--- src/rtl/csc_pkg.sv ---
// shared constants for the cpu status, core control and alu block
package csc_pkg;
	// apb byte offsets
	localparam logic [7:0] ADDR_FLAG_WORD  = 8'h00;
	localparam logic [7:0] ADDR_CORE_MODE  = 8'h04;
	localparam logic [7:0] ADDR_INTR_CTRL1 = 8'h08;
	localparam logic [7:0] ADDR_MUL_LO     = 8'h0C;
	localparam logic [7:0] ADDR_MUL_HI     = 8'h10;
	localparam logic [7:0] ADDR_WORK0      = 8'h14;
	localparam logic [7:0] ADDR_WORK1      = 8'h18;
	localparam logic [7:0] ADDR_ALU_RES    = 8'h1C;
	localparam logic [7:0] ADDR_DIV_STAT   = 8'h20;
	// flag word bit positions
	localparam int FW_OA  = 15;
	localparam int FW_OB  = 14;
	localparam int FW_SA  = 13;
	localparam int FW_SB  = 12;
	localparam int FW_OAB = 11;
	localparam int FW_SAB = 10;
	localparam int FW_DA  = 9;
	localparam int FW_DC  = 8;
	localparam int FW_IPL_HI = 7;
	localparam int FW_IPL_LO = 5;
	localparam int FW_RA  = 4;
	localparam int FW_N   = 3;
	localparam int FW_OV  = 2;
	localparam int FW_Z   = 1;
	localparam int FW_C   = 0;
	// core mode control bit positions
	localparam int CM_VAR = 15;
	localparam int CM_US_HI = 13;
	localparam int CM_US_LO = 12;
	localparam int CM_EDT = 11;
	localparam int CM_DL_HI = 10;
	localparam int CM_DL_LO = 8;
	localparam int CM_ACC_A_CLIP_EN = 7;
	localparam int CM_ACC_B_CLIP_EN = 6;
	localparam int CM_STORE_CLIP_EN = 5;
	localparam int CM_CLIP_LEVEL_SEL = 4;
	localparam int CM_CPU_PRIORITY_TOP = 3;
	localparam int CM_SFA = 2;
	localparam int CM_RND = 1;
	localparam int CM_IF = 0;
	localparam int NESTING_BLOCK_BIT = 15;
	// reset value: store clipping enabled only
	localparam logic [15:0] CORE_MODE_RESET = 16'h0020;
	localparam logic [2:0] IPL_ALL_MASKED = 3'h7;
	// multiply sign encodings
	localparam logic [1:0] US_SIGNED = 2'h0;
	localparam logic [1:0] US_UNSIGNED = 2'h1;
	localparam logic [1:0] US_MIXED = 2'h2;
	localparam int DIV_STEPS = 16;
	typedef enum logic [2:0] {
		CSC_OP_ADD, CSC_OP_SUB, CSC_OP_AND, CSC_OP_OR,
		CSC_OP_XOR, CSC_OP_SHL, CSC_OP_SHR
	} csc_aluop_e;
	typedef enum logic [2:0] {
		CSC_MUL_SS, CSC_MUL_UU, CSC_MUL_SU, CSC_MUL_US,
		CSC_MUL_SLIT, CSC_MUL_ULIT, CSC_MUL_8X8
	} csc_mulmode_e;
endpackage : csc_pkg

--- src/rtl/csc_core.sv ---
// cpu flag word, core mode control and integer alu behind apb
// What this block does
// - bits 13/12 are sticky saturation flags for A/B until cleared
// - bit 11 ORs overflows; bit 10 ORs sticky flags, clear only
// - writes change sticky flags directly or by clearing bit 10
// - bit 9 shows DO loop active, bit 4 REPEAT loop active
// - half carry from bit 3 (byte) or bit 7 (word)
// - priority = {control bit 3, bits 7-5}; 1xxx or x111 masks users
// - priority field ignores writes while nesting block bit is set
// - bit 2 signed overflow, bit 3 negative result
// - zero flag cleared by non-zero result, never set by chain ops
// - carry from msb (bit 0 on shift right); on subtraction a 1 means no borrow
// - writing 1 to control bit 11 ends DO loop; reads zero
// - control bits 10-8 report DO loop nesting depth
// - control bit 4 selects super saturation
// - control bit 2 read only; frame/stack use base space when set
// - control bit 1 selects biased rounding
// - control bit 0 selects integer multiply
// - 16-bit alu adds, subtracts, shifts and logic on bytes or words
// - 17x17 multiplier covers signed, unsigned, mixed, literal, 8x8
// - divider 32/16 and 16/16 one cycle per bit; quotient w0 rem w1
`timescale 1ns/1ns
module csc_core (
	// clock and reset
	input  wire logic        pclk,
	input  wire logic        presetn,
	input  wire logic        clk_en,
	// apb slave
	input  wire logic        psel,
	input  wire logic        penable,
	input  wire logic        pwrite,
	input  wire logic [7:0]  paddr,
	input  wire logic [31:0] pwdata,
	output logic             pready,
	output logic      [31:0] prdata,
	output logic             pslverr,
	// alu instruction
	input  wire logic        alu_go,
	input  wire logic [2:0]  alu_op,
	input  wire logic        alu_byte,
	input  wire logic        alu_chain_z,
	input  wire logic [15:0] alu_a,
	input  wire logic [15:0] alu_b,
	// multiply and divide instructions
	input  wire logic        mul_go,
	input  wire logic [2:0]  mul_mode,
	input  wire logic        div_go,
	input  wire logic        div_signed,
	input  wire logic        div_long,
	input  wire logic [31:0] div_dividend,
	input  wire logic [15:0] div_divisor,
	// accumulator and loop events
	input  wire logic        acc_a_ovf_in,
	input  wire logic        acc_b_ovf_in,
	input  wire logic        acc_a_sat_evt,
	input  wire logic        acc_b_sat_evt,
	input  wire logic        rep_active,
	input  wire logic        do_push,
	input  wire logic        do_pop,
	input  wire logic        frame_active,
	// control outputs
	output logic             user_irq_masked,
	output logic      [3:0]  cpu_priority,
	output logic             loop_early_exit,
	output logic      [1:0]  mul_sign_sel,
	output logic             acc_a_clip_en,
	output logic             acc_b_clip_en,
	output logic             store_clip_en,
	output logic             clip_level_sel,
	output logic             round_mode_sel,
	output logic             int_mode_sel,
	output logic             base_space_only,
	output logic             div_busy
);
	logic        acc_a_overflow;
	logic        acc_b_overflow;
	logic        acc_a_clip_sticky;
	logic        acc_b_clip_sticky;
	logic        half_carry;
	logic [2:0]  cpu_priority_low3;
	logic        neg_flag;
	logic        signed_wrap_flag;
	logic        zero_flag;
	logic        carry_flag;
	logic [15:0] core_mode_control;
	logic [2:0]  loop_nest_depth;
	logic [15:0] intr_ctrl1_reg;
	logic [15:0] work_reg_0;
	logic [15:0] work_reg_1;
	logic [15:0] alu_result;
	logic [31:0] mul_product;
	logic        div_done;
	logic [15:0] div_q;
	logic [15:0] div_r;
	logic        nesting_block;
	logic        wr;
	logic        wr_flag;
	logic        wr_core;
	logic [15:0] flag_word;
	logic [15:0] core_word;
	logic [16:0] next_sum;
	logic [15:0] next_res;
	logic        next_c;
	logic        next_dc;
	logic        next_ov;
	logic        next_n;
	logic        next_z;
	logic [15:0] b_eff;
	logic        mapped;

	assign pready = 1'b1;
	assign wr = psel & penable & pwrite & clk_en;
	assign wr_flag = wr && (paddr == csc_pkg::ADDR_FLAG_WORD);
	assign wr_core = wr && (paddr == csc_pkg::ADDR_CORE_MODE);
	assign nesting_block = intr_ctrl1_reg[csc_pkg::NESTING_BLOCK_BIT];

	assign flag_word = {acc_a_overflow, acc_b_overflow,
		acc_a_clip_sticky, acc_b_clip_sticky,
		acc_a_overflow | acc_b_overflow,
		acc_a_clip_sticky | acc_b_clip_sticky,
		loop_nest_depth != 3'h0, half_carry,
		cpu_priority_low3, rep_active, neg_flag,
		signed_wrap_flag, zero_flag, carry_flag};
	// early exit reads zero, depth and frame bits are live status
	assign core_word = {core_mode_control[15], 1'b0,
		core_mode_control[13:12], 1'b0, loop_nest_depth,
		core_mode_control[7:3], frame_active,
		core_mode_control[1:0]};

	// mode selects drive the dsp engine directly
	assign mul_sign_sel = core_mode_control[13:12];
	assign acc_a_clip_en = core_mode_control[csc_pkg::CM_ACC_A_CLIP_EN];
	assign acc_b_clip_en = core_mode_control[csc_pkg::CM_ACC_B_CLIP_EN];
	assign store_clip_en = core_mode_control[csc_pkg::CM_STORE_CLIP_EN];
	assign clip_level_sel = core_mode_control[csc_pkg::CM_CLIP_LEVEL_SEL];
	assign round_mode_sel = core_mode_control[csc_pkg::CM_RND];
	assign int_mode_sel = core_mode_control[csc_pkg::CM_IF];
	assign base_space_only = frame_active;
	assign cpu_priority = {core_mode_control[csc_pkg::CM_CPU_PRIORITY_TOP],
		cpu_priority_low3};
	assign user_irq_masked = core_mode_control[csc_pkg::CM_CPU_PRIORITY_TOP]
		| (cpu_priority_low3 == csc_pkg::IPL_ALL_MASKED);
	assign loop_early_exit = wr_core & pwdata[csc_pkg::CM_EDT];

	// alu datapath, byte ops keep the low eight bits; a byte right shift pulls in bit 8
	always_comb begin
		b_eff = (alu_op == csc_pkg::CSC_OP_SUB) ? ~alu_b : alu_b;
		next_sum = {1'b0, alu_a} + {1'b0, b_eff}
			+ {16'h0000, alu_op == csc_pkg::CSC_OP_SUB};
		next_res = next_sum[15:0];
		next_c = next_sum[16];
		next_dc = 1'b0;
		unique case (csc_pkg::csc_aluop_e'(alu_op))
			csc_pkg::CSC_OP_ADD, csc_pkg::CSC_OP_SUB: ;
			csc_pkg::CSC_OP_AND: next_res = alu_a & alu_b;
			csc_pkg::CSC_OP_OR:  next_res = alu_a | alu_b;
			csc_pkg::CSC_OP_XOR: next_res = alu_a ^ alu_b;
			csc_pkg::CSC_OP_SHL: next_res = alu_a << 1;
			csc_pkg::CSC_OP_SHR: next_res = alu_a >> 1;
			default: next_res = 16'h0000;
		endcase
		if (alu_byte) begin
			next_res = {8'h00, next_res[7:0]};
		end
		// carry out of the msb, or bit 0 on a right shift; on subtraction a 1 means no borrow
		if (alu_op == csc_pkg::CSC_OP_SHL) begin
			next_c = alu_byte ? alu_a[7] : alu_a[15];
		end else if (alu_op == csc_pkg::CSC_OP_SHR) begin
			next_c = alu_a[0];
		end else if (alu_byte) begin
			next_c = alu_a[8] ^ b_eff[8] ^ next_sum[8];
		end
		next_dc = alu_byte ? (alu_a[4] ^ b_eff[4] ^ next_sum[4])
			: (alu_a[8] ^ b_eff[8] ^ next_sum[8]);
		next_n = alu_byte ? next_res[7] : next_res[15];
		next_ov = alu_byte
			? (alu_a[7] == b_eff[7]) && (next_res[7] != alu_a[7])
			: (alu_a[15] == b_eff[15]) && (next_res[15] != alu_a[15]);
		next_z = next_res == 16'h0000;
	end

	// accumulator overflow follows the engine, sticky bits set over clear
	always_ff @(posedge pclk or negedge presetn) begin
		if (!presetn) begin
			acc_a_overflow <= 1'b0;
			acc_b_overflow <= 1'b0;
			acc_a_clip_sticky <= 1'b0;
			acc_b_clip_sticky <= 1'b0;
		end else if (clk_en) begin
			acc_a_overflow <= acc_a_ovf_in;
			acc_b_overflow <= acc_b_ovf_in;
			if (acc_a_sat_evt) begin
				acc_a_clip_sticky <= 1'b1;
			end else if (wr_flag) begin
				acc_a_clip_sticky <= pwdata[csc_pkg::FW_SA]
					& pwdata[csc_pkg::FW_SAB];
			end
			if (acc_b_sat_evt) begin
				acc_b_clip_sticky <= 1'b1;
			end else if (wr_flag) begin
				acc_b_clip_sticky <= pwdata[csc_pkg::FW_SB]
					& pwdata[csc_pkg::FW_SAB];
			end
		end
	end

	// arithmetic flags: alu update wins over a same-cycle software write
	always_ff @(posedge pclk or negedge presetn) begin
		if (!presetn) begin
			half_carry <= 1'b0;
			neg_flag <= 1'b0;
			signed_wrap_flag <= 1'b0;
			zero_flag <= 1'b0;
			carry_flag <= 1'b0;
			alu_result <= 16'h0000;
		end else if (clk_en) begin
			if (alu_go) begin
				alu_result <= next_res;
				half_carry <= next_dc;
				carry_flag <= next_c;
				neg_flag <= next_n;
				signed_wrap_flag <= next_ov;
				zero_flag <= alu_chain_z ? (zero_flag & next_z)
					: next_z;
			end else if (wr_flag) begin
				half_carry <= pwdata[csc_pkg::FW_DC];
				neg_flag <= pwdata[csc_pkg::FW_N];
				signed_wrap_flag <= pwdata[csc_pkg::FW_OV];
				zero_flag <= pwdata[csc_pkg::FW_Z];
				carry_flag <= pwdata[csc_pkg::FW_C];
			end
		end
	end

	// priority field
	always_ff @(posedge pclk or negedge presetn) begin
		if (!presetn) begin
			cpu_priority_low3 <= 3'h0;
		end else if (clk_en && wr_flag && !nesting_block) begin
			cpu_priority_low3 <=
				pwdata[csc_pkg::FW_IPL_HI:csc_pkg::FW_IPL_LO];
		end
	end

	// core mode control writable bits
	always_ff @(posedge pclk or negedge presetn) begin
		if (!presetn) begin
			core_mode_control <= csc_pkg::CORE_MODE_RESET;
		end else if (wr_core) begin
			core_mode_control <= {pwdata[15], 1'b0, pwdata[13:12],
				4'h0, pwdata[7:3], 1'b0, pwdata[1:0]};
		end
	end

	// loop nesting depth saturates at seven
	always_ff @(posedge pclk or negedge presetn) begin
		if (!presetn) begin
			loop_nest_depth <= 3'h0;
		end else if (clk_en) begin
			if (do_push && !do_pop && loop_nest_depth != 3'h7) begin
				loop_nest_depth <= loop_nest_depth + 3'h1;
			end else if (do_pop && !do_push && loop_nest_depth != 3'h0) begin
				loop_nest_depth <= loop_nest_depth - 3'h1;
			end
		end
	end

	// interrupt control 1 (only the nesting block bit is kept)
	always_ff @(posedge pclk or negedge presetn) begin
		if (!presetn) begin
			intr_ctrl1_reg <= 16'h0000;
		end else if (wr && paddr == csc_pkg::ADDR_INTR_CTRL1) begin
			intr_ctrl1_reg <= {pwdata[csc_pkg::NESTING_BLOCK_BIT], 15'h0000};
		end
	end

	// working registers: divider results land here
	always_ff @(posedge pclk or negedge presetn) begin
		if (!presetn) begin
			work_reg_0 <= 16'h0000;
			work_reg_1 <= 16'h0000;
		end else if (clk_en) begin
			if (div_done) begin
				work_reg_0 <= div_q;
				work_reg_1 <= div_r;
			end else if (wr && paddr == csc_pkg::ADDR_WORK0) begin
				work_reg_0 <= pwdata[15:0];
			end else if (wr && paddr == csc_pkg::ADDR_WORK1) begin
				work_reg_1 <= pwdata[15:0];
			end
		end
	end

	csc_mul u_mul (
		.pclk    (pclk),
		.presetn (presetn),
		.clk_en  (clk_en),
		.start   (mul_go),
		.mode    (mul_mode),
		.opa     (alu_a),
		.opb     (alu_b),
		.product (mul_product)
	);

	// quotient lands one cycle after the internal done pulse
	logic div_done_raw;
	always_ff @(posedge pclk or negedge presetn) begin
		if (!presetn) begin
			div_done <= 1'b0;
		end else if (clk_en) begin
			div_done <= div_done_raw;
		end
	end

	csc_div u_div (
		.pclk      (pclk),
		.presetn   (presetn),
		.clk_en    (clk_en),
		.start     (div_go),
		.is_signed (div_signed),
		.long_div  (div_long),
		.dividend  (div_dividend),
		.divisor   (div_divisor),
		.busy      (div_busy),
		.done      (div_done_raw),
		.quotient  (div_q),
		.remainder (div_r)
	);

	// apb read data, registered in the setup phase
	always_comb begin
		mapped = 1'b1;
		case (paddr)
			csc_pkg::ADDR_FLAG_WORD, csc_pkg::ADDR_CORE_MODE,
			csc_pkg::ADDR_INTR_CTRL1, csc_pkg::ADDR_MUL_LO,
			csc_pkg::ADDR_MUL_HI, csc_pkg::ADDR_WORK0,
			csc_pkg::ADDR_WORK1, csc_pkg::ADDR_ALU_RES,
			csc_pkg::ADDR_DIV_STAT: mapped = 1'b1;
			default: mapped = 1'b0;
		endcase
	end
	assign pslverr = psel & penable & ~mapped;

	always_ff @(posedge pclk or negedge presetn) begin
		if (!presetn) begin
			prdata <= 32'h0000_0000;
		end else if (clk_en && psel && !penable && !pwrite) begin
			unique case (paddr)
				csc_pkg::ADDR_FLAG_WORD: prdata <= {16'h0000, flag_word};
				csc_pkg::ADDR_CORE_MODE: prdata <= {16'h0000, core_word};
				csc_pkg::ADDR_INTR_CTRL1:
					prdata <= {16'h0000, intr_ctrl1_reg};
				csc_pkg::ADDR_MUL_LO:
					prdata <= {16'h0000, mul_product[15:0]};
				csc_pkg::ADDR_MUL_HI:
					prdata <= {16'h0000, mul_product[31:16]};
				csc_pkg::ADDR_WORK0: prdata <= {16'h0000, work_reg_0};
				csc_pkg::ADDR_WORK1: prdata <= {16'h0000, work_reg_1};
				csc_pkg::ADDR_ALU_RES: prdata <= {16'h0000, alu_result};
				csc_pkg::ADDR_DIV_STAT: prdata <= {31'h0000_0000, div_busy};
				default: prdata <= 32'h0000_0000;
			endcase
		end
	end
endmodule : csc_core

--- src/rtl/csc_div.sv ---
// iterative divider, one quotient bit per cycle
`timescale 1ns/1ns
module csc_div (
	// clock
	input  wire logic        pclk,
	input  wire logic        presetn,
	input  wire logic        clk_en,
	// request
	input  wire logic        start,
	input  wire logic        is_signed,
	input  wire logic        long_div,
	input  wire logic [31:0] dividend,
	input  wire logic [15:0] divisor,
	// result
	output logic             busy,
	output logic             done,
	output logic      [15:0] quotient,
	output logic      [15:0] remainder
);
	logic [31:0] num;
	logic [15:0] den;
	logic [16:0] rem;
	logic [4:0]  step;
	logic        q_neg;
	logic        r_neg;
	logic [31:0] dvd_ext;
	logic [31:0] dvd_abs;
	logic [15:0] dsr_abs;
	logic [16:0] trial;

	always_comb begin
		dvd_ext = long_div ? dividend
			: {{16{is_signed & dividend[15]}}, dividend[15:0]};
		dvd_abs = (is_signed && dvd_ext[31]) ? -dvd_ext : dvd_ext;
		dsr_abs = (is_signed && divisor[15]) ? -divisor : divisor;
		trial = {rem[15:0], num[31]} - {1'b0, den};
	end

	// 16 steps for both sizes: the narrow dividend is widened first
	always_ff @(posedge pclk or negedge presetn) begin
		if (!presetn) begin
			num <= 32'h0000_0000;
			den <= 16'h0000;
			rem <= 17'h0_0000;
			step <= 5'h00;
			busy <= 1'b0;
			done <= 1'b0;
			q_neg <= 1'b0;
			r_neg <= 1'b0;
			quotient <= 16'h0000;
			remainder <= 16'h0000;
		end else if (clk_en) begin
			done <= 1'b0;
			if (start && !busy) begin
				num <= dvd_abs << 16;
				rem <= {1'b0, dvd_abs[31:16]};
				den <= dsr_abs;
				q_neg <= is_signed & (dvd_ext[31] ^ divisor[15]);
				r_neg <= is_signed & dvd_ext[31];
				step <= 5'(csc_pkg::DIV_STEPS);
				busy <= 1'b1;
			end else if (busy) begin
				if (!trial[16]) begin
					rem <= trial;
					num <= {num[30:0], 1'b1};
				end else begin
					rem <= {rem[15:0], num[31]};
					num <= {num[30:0], 1'b0};
				end
				step <= step - 5'h01;
				if (step == 5'h01) begin
					busy <= 1'b0;
					done <= 1'b1;
				end
			end else if (done) begin
				quotient <= q_neg ? -num[15:0] : num[15:0];
				remainder <= r_neg ? -rem[15:0] : rem[15:0];
			end
		end
	end
endmodule : csc_div

--- src/rtl/csc_mul.sv ---
// 17x17 multiplier for the integer multiply modes
`timescale 1ns/1ns
module csc_mul (
	// clock
	input  wire logic        pclk,
	input  wire logic        presetn,
	input  wire logic        clk_en,
	// request
	input  wire logic        start,
	input  wire logic [2:0]  mode,
	input  wire logic [15:0] opa,
	input  wire logic [15:0] opb,
	// result
	output logic      [31:0] product
);
	logic        a_sx;
	logic        b_sx;
	logic [15:0] a_in;
	logic [15:0] b_in;
	logic signed [16:0] a17;
	logic signed [16:0] b17;
	logic signed [33:0] full;

	always_comb begin
		a_sx = 1'b0;
		b_sx = 1'b0;
		a_in = opa;
		b_in = opb;
		unique case (csc_pkg::csc_mulmode_e'(mode))
			csc_pkg::CSC_MUL_SS: begin
				a_sx = 1'b1;
				b_sx = 1'b1;
			end
			csc_pkg::CSC_MUL_UU: ;
			csc_pkg::CSC_MUL_SU: a_sx = 1'b1;
			csc_pkg::CSC_MUL_US: b_sx = 1'b1;
			csc_pkg::CSC_MUL_SLIT: begin
				a_sx = 1'b1;
				b_in = {11'h000, opb[4:0]};
			end
			csc_pkg::CSC_MUL_ULIT: b_in = {11'h000, opb[4:0]};
			csc_pkg::CSC_MUL_8X8: begin
				a_in = {8'h00, opa[7:0]};
				b_in = {8'h00, opb[7:0]};
			end
			default: ;
		endcase
		// one extra bit per side lets every sign mix share one array
		a17 = {a_sx & a_in[15], a_in};
		b17 = {b_sx & b_in[15], b_in};
		full = a17 * b17;
	end

	always_ff @(posedge pclk or negedge presetn) begin
		if (!presetn) begin
			product <= 32'h0000_0000;
		end else if (clk_en && start) begin
			product <= full[31:0];
		end
	end
endmodule : csc_mul

--- config.mk ---
export PLATFORM = sky130hd
export DESIGN_NAME = csc_core
export DESIGN_NICKNAME = d
export VERILOG_FILES = /design/src/rtl/csc_pkg.sv /design/src/rtl/csc_core.sv /design/src/rtl/csc_div.sv /design/src/rtl/csc_mul.sv
export SDC_FILE = /design/constraint.sdc
export NUM_CORES = 1
export LEC_CHECK = 0
export BUFFER_PORTS_ARGS = -buffer_cell sky130_fd_sc_hd__buf_2
export CAP_MARGIN = 10
export CELL_PAD_IN_SITES_DETAIL_PLACEMENT = 0
export CELL_PAD_IN_SITES_GLOBAL_PLACEMENT = 1
export CORE_ASPECT_RATIO = 0.8
export CORE_UTILIZATION = 50
export CTS_BUF_LIST = sky130_fd_sc_hd__clkbuf_2
export DETAILED_ROUTE_END_ITERATION = 7
export PLACE_DENSITY_LB_ADDON = 0.25
export SLEW_MARGIN = 0
export SYNTH_ARGS = -nofsm -noshare
export SYNTH_HDL_FRONTEND = slang
export SYNTH_SLANG_ARGS = --single-unit
--- constraint.sdc ---
create_clock -name pclk -period 9 [get_ports pclk]
set_clock_uncertainty 0.2 [all_clocks]
set_input_delay 1.8 -clock pclk [delete_from_list [all_inputs] [get_ports pclk]]
set_output_delay 1.8 -clock pclk [all_outputs]
set_load 0.05 [all_outputs]
; After elaboration in Yosys (flattened, before gate mapping)
; Index checks and enable logic that the tools add are counted.
[word_totals]
wordCells = 205
output_inout_bits = 50
regBits = 244
input_bits = 147
[op_classes]
n_addsub = 10
mux = 57
n_eq_ne = 27
n_reduce_logical = 53
bitwise_logic = 28
mul = 1
[op_table]
columns = cell, n
row1 = 16-bit 2-to-1 mux, 14
row2 = 16-bit one-hot mux with 9 select lines, 1
row3 = 32-bit 2-to-1 mux, 4
row4 = 16-bit one-hot mux with 6 select lines, 1
row5 = 16-bit negation, 3
row6 = "8-bit by 5-bit equality test with 1-bit output, second input constant", 4
row7 = 17-bit by 17-bit multiplier with 32-bit output, 1
row8 = 1-bit 2-to-1 mux, 32
row9 = 32-bit negation, 1
row10 = 16-bit one-hot mux with 2 select lines, 1
row11 = "3-bit equality test, second input constant", 7
row12 = 1-bit logical AND, 20
row13 = 16-bit by 16-bit adder with 17-bit output, 1
row14 = 17-bit by 1-bit adder with 17-bit output, 1
row15 = 17-bit by 16-bit subtractor with 17-bit output, 1
row16 = 16-bit AND, 1
row17 = "8-bit by 4-bit equality test with 1-bit output, second input constant", 2
row18 = 16-bit logical NOT, 1
row19 = 16-bit NOT, 1
row20 = 16-bit OR, 1
row21 = 2-bit AND reduction, 8
row22 = 16-bit bitwise XOR, 1
row23 = 2-bit nonzero test, 7
row24 = 1-bit AND, 13
row25 = 26 further kinds, 49

; Longest topological paths before layout
; Gate-level depths: netlist (run 1).
[logic_depth]
depth_word = 10
depth_mapped = 28
mapped_depth_nobuf = 25

; By module
; Synthesis (run 1) repeated with hierarchy kept, for this count alone.
[unflattened]
hier_cells = 2929
area_unflattened_um2 = 25738.4
[by_module_without_submodules]
columns = module, n_inst, cells_each, seq_area_each_um2, area_each_um2
row1 = csc_mul, 1, 1332, 800.8, 11895.2
row2 = csc_core, 1, 808, 2278.4, 6957.9
row3 = csc_div, 1, 789, 2627.5, 6885.4

; Least setup slack after synthesis (run 1)
; Ideal clock, no wire load.
[synth_path]
kind = in2reg
start = in mul_mode[0]
end = reg u_mul.product[30]
path_buffers = 3
setup_slack_ps = 479
cell_stages = 27
arrival_ps = 8252
setup_ps = 69
required_ps = 8731
path_cell_list = clkbuf_1 or2_2 clkbuf_1 and2_0 clkbuf_1 nand2_1 fa_1 inv_1 fa_1 inv_1 fa_1 inv_1 fa_1 fa_1 inv_1 fa_1 inv_1 ha_1 o21ai_0 a21oi_1 o22ai_1 a31oi_1 a31oi_1 nor4_2 nor3_1 or4_1 nand3_1
[synth_via]
elab_chain_cells = 5
word_cells_on_any_way = 16
classes_between = 1 x mul / 5 x eq/ne / 4 x mux / 2 x bitwise / 4 x reduce/logical
[synth_rtl]
columns = element, line
row1 = start: declaration, csc_core.sv:46  ; input wire logic [2:0] mul_mode,
row2 = "3-bit equality test, or another cell as far along", csc_mul.sv:29  ; unique case (csc_pkg::csc_mulmode_e'(mode))
row3 = 2-bit OR reduction (no source line) or 3-bit OR reduction (tied branches), --
row4 = 16-bit one-hot mux with 2 select lines or 1-bit 2-to-1 mux (tied branches), csc_mul.sv:29
row5 = 1-bit AND (on tied branches), "csc_mul.sv:50, csc_mul.sv:49"
row6 = 17-bit by 17-bit multiplier with 32-bit output (*), csc_mul.sv:51  ; full = a17 * b17;
row7 = end signal: assignment, csc_mul.sv:58  ; product <= full[31:0];
row8 = end: declaration, csc_mul.sv:14  ; output logic [31:0] product
; Every way passes the cells marked *; elsewhere a longest branch is shown, timed or not.
; A chain may end at the register's enable or synchronous reset.

; Worst setup path after layout (run 1)
[layout_path]
start = in mul_mode[1]
end = reg u_mul.product[31]
; Same word-level chain as after synthesis.

==> results of run 1 <==
## final cells by class
type                       count  area, um2
fill                        4708      22160
multi-input combinational   2169      17650
sequential                   228       5707
timing repair buffer         268       1659
inverter                     380       1426
tap                          675      844.6
clock buffer                  69      345.3
clock inverter                21      163.9
antenna                        3      7.507
## worst max path at each step
stage,endpoint,slack (ns),depth (start not counted)
floorplan,u_mul.product[30],0.48,27
global placement,u_mul.product[31],-0.1,26
detailed placement,u_mul.product[31],-0.18,28
CTS,u_mul.product[31],0.79,28
global route,u_mul.product[31],0.35,28
finish,u_mul.product[31],0.51,28
## worst max-delay path: cells and delay by family
family          cells  cell delay, ns
xor+xnor            1            0.43
simple gates        5            1.18
buf+inv             8            0.83
fa+ha+maj           7            3.11
compound gates      7            1.65
## stage by stage
stage | area, um2 | worst slack [ns]
5_1_grt | 27800 | 0.3491
2_1_floorplan | 25490 | 0.4785
6_report | 27810 | 0.5097
3_3_place_gp | 27270 | -0.09890
4_1_cts | 27780 | 0.7899
3_5_place_dp | 27270 | -0.1769
## power groups by stage
stage	registers (mW)	clock network, mW	logic [mW]
floorplan	1.58	0	4.28
global placement	1.68	0	6.16
detailed placement	1.70	0	6.28
CTS	1.67	0.762	6.31
global route	1.71	0.818	7.08
finish	1.68	0.747	6.31
## per-layer routing
layer | vias up | share of wire [%] | global-route usage (%)
met5 | - | 0 | 0
met3 | 91 | 9.6 | 6.650
met4 | 0 | 1.3 | 5.314
li1 | 10040 | - | -
met1 | 10870 | 47 | 48.00
met2 | 912 | 42 | 43.65
## cell families (layout without fill, tap and decap cells)
group           Yosys count  count (layout)  synth area share, %
simple gates            886             886                15.79
compound gates          611             611                15.28
buf+inv                 539             738                8.456
fa+ha+maj               436             436                29.86
flops                   228             228                22.44
xor+xnor                138             138                4.782
mux                      81              81                3.365
other cells               2              20              0.02953
## synthesized netlist by cell type, types with 33 or more instances
cell and number:
inv_1 372, nand2_1 349, fa_1 285, nor2_1 283
dfrtp_1 227, a21oi_1 184, o21ai_0 169, ha_1 151
clkbuf_1 116, xnor2_1 73, xor2_1 64, mux2i_1 45
mux2_2 36, nor3_1 36, a31oi_1 33, nand3_1 33
nor2b_1 33
==> metrics.cfg, run 1 <==
[timing]
setup_violations=0
max_freq_mhz=117.8
hold_ws_ns=0.2933
post-route-min-period_ns=8.490
rsz0062_at_grt=false
tightest_slew_ns=1.229
hold_viol_final=0
finalCritPeriodShare_pct=94.34
drv_slew=0
slew_headroom_pct=17.75
setup_tns_ns=0

[pwr]
power.static_leakage_nw=13.45
power.total_mw=8.735
power_frac_seq_pct=19.2
sw_frac_of_total_pct=50.06
p_int_mw=4.362
power_frac_comb_pct=72.2
pwr_density_cell_mw_per_mm2=314.1
power.switching_mw=4.373
ir_drop_mv=0.4048
p_clk_share_pct=8.6

[grt]
grt_use_total_pct=30.73
grt_overflow=0
grt_pass1_wl_um=122100
grt_max_degree=96
grt_pass1_vias=21490
antenna_found_initial=4

[cells_and_area]
drive_above_1_share_pct=13.65
syn_to_final_growth_pct=9.327
nets=3682
final_cells=3813
final_cell_mix=inv_1 (372), nand2_1 (349), fa_1 (285)
fin_util_pct=55.66
layout_commonest_cell=inv_1
top_regs=u_div.num x32, u_mul.product x32

[clock_network]
cts_buffers=52
cts.htree.levels=2
postCtsHoldBufs=0
root_buffer=clkbuf_2
cts.repair.resized=0
ctsLongestPathBuffers=3
clk_pin_slew_worst_paths_ns=0.11
cts_sinks=228
insertion_delay_ns=0.91
cts_setup_buffers=0
cts_tree=yes

[floorplan]
initial_core_util_pct=50.91
die_h_um=203.7
die_w_um=254.2
dieArea_mm2=0.05178
rows=73
core_area_mm2=0.04996
io_pins=197

[setup_path]
rr_worst_depth=13
setup.worst_path.start=mul_mode[1]
r2r-start=u_div.num[31]
slowest_stage=and2_0
critPathCaptureType=flip-flop
cp_common_cell=fa_1
r2r-end=u_div.rem[13]
rrSetupSlack_ns=5.53
crit_fanout=14
critPathRequiredTime_ns=9.51
max_stage_delay_ns=0.55
cp-start-kind=input pin
cp.arrival_ns=9.00
worstSetupPathType=in2reg

[placement]
globalplace.congestion=0.9662
hpwl_um=63100
dp_cells=3719
port-buffer-count=163

[routing]
drc=0
viasPerCell=5.746
drt_pass1_iterations=5
wire_per_inst_um=20.47
drtAntennaViolNets=0
wl_um=78070
drtIter0Drc=1852
dr_total_vias=21910

[synth]
synth_top_area_cell=fa_1
synth_cells=2921
yosysUniqueCellTypes=97
yosys.area.top_type_share_pct=22.43
ys.flop_type=dfrtp_1
synthArstFlopShare_pct=100.0
syn_avg_cell_area_um2=8.707
ys_warn_count=0
synth_area_mm2=0.02543
ys_seq_area_share_pct=22.44
yosys-top-cells-area=fa_1 (22%), dfrtp_1 (22%), ha_1 (7.4%), inv_1 (5.5%), nand2_1 (5.2%)
ys_seq_elements=228
synth_edf_count=0

[hold_path]
worstHoldPathCells=2
worstHoldPathType=reg2reg
min_to=u_div.den[10]
hold_start=u_div.den[10]

[job]
cap_violations=0

[status]
status=completed

No activity file was read; power rests on OpenSTA's default activity.
==> run 2, diff against run 1 <==
Settings changed: CORE_UTILIZATION 50 to 44, PLACE_DENSITY from default to 0.87, PLACE_DENSITY_LB_ADDON 0.25 to default.
Clock period 9 ns to 7.6 ns, I/O delays scaled along.
==> run 2 against run 1 <==
Final area increased by 5.4%. Critical path type unchanged. Die area is 14% higher. Global-route usage down 3.5 points.
==> metrics.cfg, run 2 (same netlist as run 1, synthesis figures left out) <==
[status]
status=completed

[setup_path]
cp-start-kind=input pin
cp.arrival_ns=8.10
critPathCaptureType=flip-flop
crit_fanout=8
rrSetupSlack_ns=4.04
worstSetupPathType=in2reg
critPathRequiredTime_ns=8.18

[cells_and_area]
seqCellArea_mm2=0.005707
drive_above_1_share_pct=18.89
nets=3833
fill_cells=5352
layout_commonest_cell=inv_1
multi_input_area_mm2=0.01782
syn_to_final_growth_pct=15.21
top_regs=u_div.num x32, u_mul.product x32
final_cells=4053
final_cell_mix=inv_1 (372), nand2_1 (342), nor2_1 (283)

[routing]
drt_pass1_iterations=7
drc=0
wirelength_met1_um=36920
met3_length_um=7989
dr_total_vias=22690
top_layer_used=met5
drtAntennaViolNets=0
wl_um=79920
viasPerCell=5.598
wl_met2_um=34000
drtIter0Drc=2161
wire_per_inst_um=19.72

[pwr]
power.static_leakage_nw=14.24
power.total_mw=11.72
ir_drop_mv=0.5005
pwr_density_cell_mw_per_mm2=399.9

[placement]
globalplace.congestion=0.9549
port-buffer-count=163
dp_cells=3953
hpwl_um=65620

[floorplan]
core_area_mm2=0.05690
initial_core_util_pct=44.70
die_h_um=217.0
dieArea_mm2=0.05878
die_w_um=270.8
rows=78
io_pins=197

[timing]
slew_headroom_pct=20.36
hold_viol_final=0
drv_slew=0
finalCritPeriodShare_pct=99.02
setup_violations=0
tightest_slew_ns=1.195
max_freq_mhz=132.9
post-route-min-period_ns=7.525

[grt]
antenna_found_initial=3
grt_use_total_pct=27.26
grt_overflow=0
grt_pass1_vias=22380
grt_pass1_wl_um=125500
grt_max_degree=139

[clock_network]
cts.htree.levels=2
clk_pin_slew_worst_paths_ns=0.10
root_buffer=clkbuf_2
ctsLongestPathBuffers=3
cts_buffers=53
cts_sinks=228
insertion_delay_ns=0.93
cts_tree=yes

[job]
cap_violations=0

[hold_path]
worstHoldPathType=reg2reg

run 2: cell types whose count changed in the layout (fill, tap and decap cells not counted), sizes merged:
cell,change
diode,-2
clkinv,-5
clkinvlp,+2
clkbuf,+11
buf,+150
bufinv,-1
run 2: final timing paths:
kind	startpoint	to	cells after the start
hold reg to reg	u_div.den[5]	u_div.den[5]	2
hold / removal	u_div.den[5]	u_div.den[5]	2
max in group asynchronous	presetn	work_reg_0[9]	2
min in group asynchronous	presetn	u_div.rem[12]	1
setup reg to reg	u_div.num[31]	u_div.rem[1]	13
setup / recovery	mul_mode[1]	u_mul.product[29]	28
run 2: through the flow:
step	setup WS, ns	util (%)	setup TNS, ns	area (um2)	hold slack, ns
floorplan	-0.01944	-	-0.01944	25670	0.2421
global placement	-0.7848	50.42	-6.868	28690	0.2649
detailed placement	-0.8498	50.42	-7.806	28690	0.2671
CTS	0.06488	51.35	0	29220	0.2921
global route	-0.02776	51.50	-0.08483	29300	0.3032
finish	0.07455	51.50	0	29300	0.2874
run 2: cell type report:
type / instances / area share, %
multi-input combinational: 2169 / 60.81
sequential: 228 / 19.47
inverter: 380 / 4.868
tap: 760 / 3.245
antenna: 1 / 0.008540
timing repair buffer: 418 / 9.774
clock inverter: 17 / 0.4526
clock buffer: 80 / 1.366
run 2: worst max-delay path, cell delays in order:
cell,delay [ns]
buf_2,0.12
nand2_1,0.07
or2_2,0.34
buf_4,0.17
buf_4,0.17
nand2_1,0.10
nor2_1,0.06
fa_1,0.52
fa_1,0.55
inv_1,0.06
fa_1,0.51
inv_1,0.06
fa_1,0.51
fa_1,0.50
inv_1,0.05
fa_1,0.52
inv_1,0.06
ha_1,0.34
a21o_1,0.18
a31oi_1,0.19
nor2b_1,0.17
a311o_1,0.33
a21oi_2,0.12
a211oi_2,0.33
buf_4,0.17
buf_4,0.09
xor2_1,0.17
o21ai_0,0.09
run 2: power breakdown:
| part | leakage (nW) | switching, mW | internal (mW) | total, mW |
|---|---|---|---|---|
| Clock | 0.388 | 0.541 | 0.353 | 0.894 |
| Sequential | 2.88 | 0.413 | 1.58 | 1.99 |
| Combinational | 11.0 | 4.78 | 4.05 | 8.83 |
| Total | 14.2 | 5.73 | 5.98 | 11.7 |
run 2: metal layers:
metal  GRT usage [%]  up-vias
met4           4.539        2
met1           41.71    11290
met5               0        -
met3           6.002       84
li1                -    10340
met2           39.62      972
run 2: timing repair:
item / in CTS / in global routing
buffers inserted: 0 / 1
setup endpoints to repair: 0 / 7
resized for setup: 0 / 20
hold buffers: 0 / 0
